**src/rtl/dubp_defines.svh**
```systemverilog
// Constants of the dual UART host bus port
`ifndef DUBP_DEFINES_SVH
`define DUBP_DEFINES_SVH

// ---------------------------------------------------------------
// Widths
// ---------------------------------------------------------------
`define DUBP_DATA_W      8
`define DUBP_ADDR_W      3
`define DUBP_PIN_W       16

// ---------------------------------------------------------------
// Reset values
// ---------------------------------------------------------------
// Pins idle: separate strobes, all strobes and selects high
`define DUBP_PINS_IDLE   16'hF800
`define DUBP_DATA_RST    8'h00
`define DUBP_ADDR_RST    3'h0
`define DUBP_CHAN_A      1'h0
`define DUBP_CHAN_B      1'h1
`define DUBP_STYLE_SEP   1'h1

`endif

```
**src/rtl/dubp_pkg.sv**
```systemverilog
// Types of the dual UART host bus port
`include "dubp_defines.svh"

package dubp_pkg;

    // Host pins as sampled, one bundle
    typedef struct packed {
        logic                      style;
        logic                      read_strobe_n;
        logic                      write_strobe_n;
        logic                      chan_a_select_n;
        logic                      chan_b_select_n;
        logic [`DUBP_ADDR_W-1:0]   addr;
        logic [`DUBP_DATA_W-1:0]   data;
    } dubp_pins_t;

    // Register request toward the channel cores
    typedef struct packed {
        logic                      chan;
        logic [`DUBP_ADDR_W-1:0]   addr;
        logic [`DUBP_DATA_W-1:0]   wdata;
    } dubp_req_t;

    // Bus cycle state
    typedef enum logic [2:0] {
        DUBP_IDLE = 3'h1,
        DUBP_READ = 3'h2,
        DUBP_WRITE = 3'h4
    } dubp_state_t;

endpackage

```
**src/rtl/dubp_port.sv**
```systemverilog
// Host parallel bus port of a dual channel UART
//
// Functional notes
// Style pin high selects separate strobes
// Read strobe fall reads addressed register
// Host captures read byte at strobe rise
// Write strobe rise loads bus byte
// Single-strobe style: read strobe tied high
// Single-strobe: write pin is direction
// Separate style: each select enables own channel
// Single-strobe: channel A select is chip select
// Single-strobe: channel B select picks channel
// Control bit one: irq A on, out-two low
// Control bit zero: irq A off, out-two high
// Channel B irq follows its control bit
// Single-strobe: irq A is open-drain device irq
// Transmit ready low-active per channel
// Receive ready low-active per channel
// Three address lines pick register
// Data bus driven only during reads
// Ready outputs from space and data present
// Unselected channel ignored, bus released
`timescale 1ns/1ns
`default_nettype none
`include "dubp_defines.svh"

module dubp_port (
    input  wire logic                      clk_sys,
    input  wire logic                      arst_n,
    input  wire logic                      bus_style_sel,
    input  wire logic                      read_strobe_n,
    input  wire logic                      write_strobe_n,
    input  wire logic                      chan_a_select_n,
    input  wire logic                      chan_b_select_n,
    input  wire logic [`DUBP_ADDR_W-1:0]   addr,
    input  wire logic [`DUBP_DATA_W-1:0]   data_in,
    output logic      [`DUBP_DATA_W-1:0]   data_out,
    output logic                           data_oe_n,
    output logic                           reg_rd_pulse,
    output logic                           reg_wr_pulse,
    output dubp_pkg::dubp_req_t            reg_req,
    input  wire logic [`DUBP_DATA_W-1:0]   reg_rdata_a,
    input  wire logic [`DUBP_DATA_W-1:0]   reg_rdata_b,
    input  wire logic                      op2_ctrl_a,
    input  wire logic                      op2_ctrl_b,
    input  wire logic                      irq_req_a,
    input  wire logic                      irq_req_b,
    input  wire logic                      tx_space_a,
    input  wire logic                      tx_space_b,
    input  wire logic                      rx_avail_a,
    input  wire logic                      rx_avail_b,
    output logic                           chan_a_irq,
    output logic                           chan_a_irq_oe_n,
    output logic                           chan_b_irq,
    output logic                           chan_b_irq_oe_n,
    output logic                           chan_a_user_out_two_n,
    output logic                           chan_b_user_out_two_n,
    output logic                           chan_a_tx_ready_n,
    output logic                           chan_b_tx_ready_n,
    output logic                           chan_a_rx_ready_n,
    output logic                           chan_b_rx_ready_n
);

    // ---------------------------------------------------------------
    // Pin synchronisers
    // ---------------------------------------------------------------
    dubp_pkg::dubp_pins_t pins_raw;
    dubp_pkg::dubp_pins_t pins_meta_q;
    dubp_pkg::dubp_pins_t pins_q;
    dubp_pkg::dubp_pins_t pins_prev_q;

    assign pins_raw = '{bus_style_sel, read_strobe_n, write_strobe_n,
                        chan_a_select_n, chan_b_select_n, addr, data_in};

    // Two stages before use; a third copy feeds the edge detectors
    always_ff @(posedge clk_sys or negedge arst_n) begin
        if (!arst_n) begin
            pins_meta_q <= `DUBP_PINS_IDLE;
            pins_q      <= `DUBP_PINS_IDLE;
            pins_prev_q <= `DUBP_PINS_IDLE;
        end else begin
            pins_meta_q <= pins_raw;
            pins_q      <= pins_meta_q;
            pins_prev_q <= pins_q;
        end
    end

    // ---------------------------------------------------------------
    // Bus style decode
    // ---------------------------------------------------------------
    wire logic sep_style;
    wire logic sel_a;
    wire logic sel_b;
    wire logic sel_one;
    wire logic acc_rd;
    wire logic acc_wr;
    wire logic prev_acc_rd;
    wire logic prev_sep;
    wire logic prev_sel_one;

    // Separate strobes when the style pin is high
    assign sep_style = pins_q.style;
    // Per-channel selects, or one select plus channel bit
    assign sel_a = sep_style ? !pins_q.chan_a_select_n
                             : (!pins_q.chan_a_select_n && !pins_q.chan_b_select_n);
    assign sel_b = sep_style ? !pins_q.chan_b_select_n
                             : (!pins_q.chan_a_select_n && pins_q.chan_b_select_n);
    // Both selects low at once in separate style is a host fault; ignore it
    assign sel_one = sel_a ^ sel_b;
    // Read: strobe low, or direction high in single-strobe style
    assign acc_rd = sel_one && (sep_style ? !pins_q.read_strobe_n
                                          : pins_q.write_strobe_n);
    assign acc_wr = sel_one && !pins_q.write_strobe_n;

    assign prev_sep     = pins_prev_q.style;
    assign prev_sel_one = prev_sep
                        ? (pins_prev_q.chan_a_select_n ^ pins_prev_q.chan_b_select_n)
                        : !pins_prev_q.chan_a_select_n;
    assign prev_acc_rd  = prev_sel_one && (prev_sep ? !pins_prev_q.read_strobe_n
                                                    : pins_prev_q.write_strobe_n);

    // ---------------------------------------------------------------
    // Bus cycle state machine
    // ---------------------------------------------------------------
    dubp_pkg::dubp_state_t state_q;
    dubp_pkg::dubp_state_t state_d;
    logic                  rd_start;
    logic                  wr_start;
    logic                  wr_done;

    // Only the falling edge starts a read, so a held strobe reads once
    assign rd_start = acc_rd && !prev_acc_rd;
    assign wr_start = acc_wr;
    assign wr_done  = (state_q == dubp_pkg::DUBP_WRITE) && !acc_wr;

    always_comb begin
        state_d = state_q;
        case (state_q)
            dubp_pkg::DUBP_IDLE: begin
                if (rd_start) begin
                    state_d = dubp_pkg::DUBP_READ;
                end else if (wr_start) begin
                    state_d = dubp_pkg::DUBP_WRITE;
                end
            end
            dubp_pkg::DUBP_READ: begin
                if (!acc_rd) begin
                    state_d = dubp_pkg::DUBP_IDLE;
                end
            end
            dubp_pkg::DUBP_WRITE: begin
                if (!acc_wr) begin
                    state_d = dubp_pkg::DUBP_IDLE;
                end
            end
            default: begin
                state_d = dubp_pkg::DUBP_IDLE;
            end
        endcase
    end

    always_ff @(posedge clk_sys or negedge arst_n) begin
        if (!arst_n) begin
            state_q <= dubp_pkg::DUBP_IDLE;
        end else begin
            state_q <= state_d;
        end
    end

    // ---------------------------------------------------------------
    // Request capture toward the channel cores
    // ---------------------------------------------------------------
    logic rd_pend_q;

    // Channel and address latched at the start edge
    always_ff @(posedge clk_sys or negedge arst_n) begin
        if (!arst_n) begin
            reg_req      <= '{`DUBP_CHAN_A, `DUBP_ADDR_RST, `DUBP_DATA_RST};
            reg_rd_pulse <= 1'h0;
            reg_wr_pulse <= 1'h0;
            rd_pend_q    <= 1'h0;
        end else begin
            reg_rd_pulse <= (state_q == dubp_pkg::DUBP_IDLE) && rd_start;
            reg_wr_pulse <= wr_done;
            rd_pend_q    <= reg_rd_pulse;
            if ((state_q == dubp_pkg::DUBP_IDLE) && (rd_start || wr_start)) begin
                reg_req.chan <= sel_b;
                reg_req.addr <= pins_q.addr;
            end
            // Last byte seen while the write is open is the one loaded
            if ((state_q == dubp_pkg::DUBP_WRITE) && acc_wr) begin
                reg_req.wdata <= pins_q.data;
            end
        end
    end

    // ---------------------------------------------------------------
    // Read data and bus drive
    // ---------------------------------------------------------------
    wire logic [`DUBP_DATA_W-1:0] rdata_sel;

    assign rdata_sel = reg_req.chan ? reg_rdata_b : reg_rdata_a;

    // Core answers one cycle after the pulse; bus drives only in reads
    always_ff @(posedge clk_sys or negedge arst_n) begin
        if (!arst_n) begin
            data_out  <= `DUBP_DATA_RST;
            data_oe_n <= 1'h1;
        end else begin
            if (rd_pend_q) begin
                data_out <= rdata_sel;
            end
            data_oe_n <= !((state_d == dubp_pkg::DUBP_READ) && !reg_rd_pulse
                           && (state_q == dubp_pkg::DUBP_READ));
        end
    end

    // ---------------------------------------------------------------
    // Interrupt, output port and ready pins
    // ---------------------------------------------------------------
    // Separate style: control bit enables irq A; single: irq A open drain; irq B always enabled by its bit
    always_ff @(posedge clk_sys or negedge arst_n) begin
        if (!arst_n) begin
            chan_a_irq            <= 1'h0;
            chan_a_irq_oe_n       <= 1'h1;
            chan_b_irq            <= 1'h0;
            chan_b_irq_oe_n       <= 1'h1;
            chan_a_user_out_two_n <= 1'h1;
            chan_b_user_out_two_n <= 1'h1;
            chan_a_tx_ready_n     <= 1'h1;
            chan_b_tx_ready_n     <= 1'h1;
            chan_a_rx_ready_n     <= 1'h1;
            chan_b_rx_ready_n     <= 1'h1;
        end else begin
            chan_a_irq            <= sep_style && irq_req_a;
            chan_a_irq_oe_n       <= sep_style ? !op2_ctrl_a
                                               : !(irq_req_a || irq_req_b);
            chan_b_irq            <= irq_req_b;
            chan_b_irq_oe_n       <= !op2_ctrl_b;
            chan_a_user_out_two_n <= !op2_ctrl_a;
            chan_b_user_out_two_n <= !op2_ctrl_b;
            chan_a_tx_ready_n     <= !tx_space_a;
            chan_b_tx_ready_n     <= !tx_space_b;
            chan_a_rx_ready_n     <= !rx_avail_a;
            chan_b_rx_ready_n     <= !rx_avail_b;
        end
    end
endmodule
`default_nettype wire

```
**config.mk**
```make
export PLATFORM = sky130hd
export DESIGN_NAME = dubp_port
export DESIGN_NICKNAME = d
export VERILOG_FILES = /design/src/rtl/dubp_pkg.sv /design/src/rtl/dubp_port.sv
export VERILOG_INCLUDE_DIRS = /design/src /design/src/rtl
export SDC_FILE = /design/constraint.sdc
export NUM_CORES = 1
export LEC_CHECK = 0
export BUFFER_PORTS_ARGS = -buffer_cell sky130_fd_sc_hd__buf_2
export CORE_MARGIN = 3
export CORE_UTILIZATION = 50
export DETAILED_ROUTE_END_ITERATION = 8
export GPL_TIMING_DRIVEN = 1
export PLACE_DENSITY_LB_ADDON = 0.08
export SLEW_MARGIN = 25
export SYNTH_ARGS = -nofsm -noshare
export SYNTH_HDL_FRONTEND = slang
export SYNTH_SLANG_ARGS = --single-unit
export TNS_END_PERCENT = 5
```
**constraint.sdc**
```tcl
create_clock -name clk_sys -period 1.9 [get_ports clk_sys]
set_input_delay 0.285 -clock clk_sys [delete_from_list [all_inputs] [get_ports clk_sys]]
set_output_delay 0.285 -clock clk_sys [all_outputs]
set_load 0.005 [all_outputs]
```
==> results.json <==
{
  "cellPowerDensity_nw_per_um2": 1203,
  "muxShareOfSynthArea_pct": 10.41,
  "synth_cell_type_count": 31,
  "whs_ps": 56.42,
  "synthXorXnorAreaFrac_pct": 0.6507,
  "cts-root-buf": "clkbuf_8",
  "synth_edf_count": 0,
  "post_drt_wl_per_cell_um": 12.92,
  "drt_wl_total_um": 3993,
  "insertion_delay_ps": 320,
  "yosysSeqAreaShare_pct": 74.27,
  "worstReg2RegEnd": "reg_req[10]$_DFFE_PN0P_",
  "grt_pass1_vias": 1523,
  "numClockSinks": 73,
  "fin_crit_sh_pct": 94.81,
  "track_usage_pct": 14.99,
  "place_congestion": 0.7131,
  "reg2reg_slack_ps": 100,
  "ff2ff_path_depth": 5,
  "vdd_ir_drop_max_mv": 0.8751,
  "synthAdderAreaFrac_pct": 0,
  "ant_nets": 0,
  "setup_ws_ps": 98.59,
  "pre_cts_ws_ps": -45.25,
  "clk_pin_slew_ps": 70,
  "final_common_cell": "buf_2",
  "synth_compound_area_share_pct": 3.403,
  "p_total_mw": 3.831,
  "async_flop_share_pct": 100.0,
  "worstHoldStart": "bus_style_sel",
  "synth_top_family_by_area": "multiplexers",
  "port_buffers": 74,
  "h-tree-depth": 3,
  "core_um2": 4786,
  "layout_common_cells": "buf_2 (74), dfrtp_1 (49), dfstp_2 (24)",
  "slew_headroom_pct": 60.14,
  "syn_avg_cell_area_um2": 16.23,
  "cts_tree": "yes",
  "path_class": "flip-flop to flip-flop",
  "die_area_um2": 5884,
  "setup-violations-final": 0,
  "critPathBufInv": 0,
  "crit_cells": 5,
  "crit_chain": "and4bb_1 -> nor3_2 -> nand2b_4 -> a21o_4 -> mux2_4",
  "crit_slowest_cell": "dfstp_2",
  "worstSetupStartpointType": "flip-flop",
  "place_hpwl_um": 2925,
  "grt_overflow_total": 0,
  "antenna_cells": 0,
  "fin_skew_ps": 4.340,
  "vias": 1450,
  "ys_seq_elements": 73,
  "ctsLongestPathBuffers": 2,
  "max-cap-violations": 0,
  "die_y_um": 76.71,
  "initial_core_util_pct": 52.24,
  "die_w_um": 76.71,
  "yosys.area_share.simple_pct": 9.159,
  "cts_buffers": 9,
  "synthCells": 154,
  "worst_path_dominant_cell_family": "simple AND/OR/NAND/NOR gates",
  "max_stage_delay_ps": 580,
  "syn_area_um2": 2500,
  "grt_max_degree": 27,
  "rows": 25,
  "timing.rr.start": "pins_q[11]$_DFF_PN1_",
  "crit_end": "reg_req[10]$_DFFE_PN0P_",
  "grt_antenna_before_repair": 0,
  "critPathLaunch": "pins_q[11]$_DFF_PN1_",
  "dr.pass1.iters": 5,
  "ys.flop_type": "dfrtp_1",
  "syn_nets": 196,
  "area_growth_pct": 27.33,
  "crit_required_ps": 2110,
  "worst_pin_slew_ps": 597.9,
  "hold_class": "input pin to flip-flop",
  "outcome": "complete, no violations",
  "cts_setup_buffers": 0,
  "fmax_mhz": 555.1,
  "leakagePower_nw": 1.586,
  "drive_gt1_share_pct": 56.20,
  "stdcell_count": 309,
  "place_inst": 292,
  "avgViaCountPerCell": 4.693,
  "cp.arrival_ps": 2010,
  "final-max-slew-violation-count": 0,
  "yosys_warnings": 0,
  "crit_fanout": 5,
  "drcViolationCount": 0,
  "final_util_pct": 66.51,
  "drt-initial-drc-count": 65,
  "final_nets": 279,
  "period_minus_slack_ps": 1801,
  "rsz0062_at_grt": "no",
  "hold_violations": 0,
  "grt_pass1_wl_um": 6865,
  "boundaryPins": 75,
  "worst_setup_path_end_kind": "flip-flop"
}
-- report_power, final --
part           switching, mW  total, mW  internal (mW)
registers              0.169       1.99           1.82
clock network          0.519       1.20          0.679
logic                  0.250      0.647          0.397
total                  0.939       3.83           2.89
-- timing repair --
item                       in CTS  in global routing
setup endpoints to repair       8                  0
hold endpoints to repair        7                  0
hold buffers                    1                  0
resized for setup               2                  0
-- routing by layer --
| metal | GRT usage (%) | up-vias | share of wire [%] |
|---|---|---|---|
| met2 | 25.87 | 54 | 54 |
| met5 | 0 | - | 0 |
| li1 | - | 675 | - |
| met1 | 16.85 | 715 | 39 |
| met4 | 7.065 | 0 | 1.0 |
| met3 | 4.695 | 6 | 6.0 |
-- cells in the mapped netlist, types with 2 or more instances --
library cell / n / area share (%)
dfstp_2: 24 / 25
nor3b_1: 2 / 0.60
mux2_4: 12 / 7.2
mux2i_1: 8 / 3.2
or2_1: 2 / 0.50
a21oi_1: 10 / 2.0
inv_1: 6 / 0.90
nand2_1: 2 / 0.30
nor4bb_1: 2 / 0.80
nor2_1: 14 / 2.1
clkbuf_1: 3 / 0.45
and4bb_1: 2 / 1.0
dfrtp_1: 49 / 49
-- layout make-up --
type / count / area (um^2)
clock buffer: 12 / 155.1
sequential: 73 / 1857
inverter: 6 / 22.52
timing repair buffer: 77 / 420.4
clock inverter: 4 / 51.30
fill: 373 / 1603
multi-input combinational: 70 / 593.1
tap: 67 / 83.83
-- cells by family (layout without fill, tap and decap cells) --
family / after synthesis / count (layout)
buffers and inverters: 11 / 99
and+or+nand+nor: 36 / 36
DFF: 73 / 73
AOI/OAI and AO/OA: 13 / 13
muxes: 20 / 20
xor gates and xnor gates: 1 / 1
-- per-stage QoR --
step,cell area [um^2],TNS [ps]
2_1_floorplan,2500,0
3_3_place_gp,2964,0
3_5_place_dp,2964,-291.5
4_1_cts,3183,0
5_1_grt,3183,0
6_report,3183,0
-- how the worst min path moves through the flow --
stage,slack [ps],cells past startpoint,to
finish,60,1,pins_meta_q[15]$_DFF_PN1_
global route,30,1,pins_meta_q[13]$_DFF_PN1_
CTS,40,1,pins_meta_q[14]$_DFF_PN1_
detailed placement,320,1,data_out[5]$_DFFE_PN0P_
global placement,310,1,data_out[5]$_DFFE_PN0P_
floorplan,-10,0,chan_a_irq$_DFF_PN0_
-- registers in the layout, indices dropped and copies added (netlist names), 3 cells and up --
signal,flops
pins_q,15
pins_prev_q,4
pins_meta_q,16
reg_req,12
data_out,8
state_q,3
(Power assumes the default switching activity.)
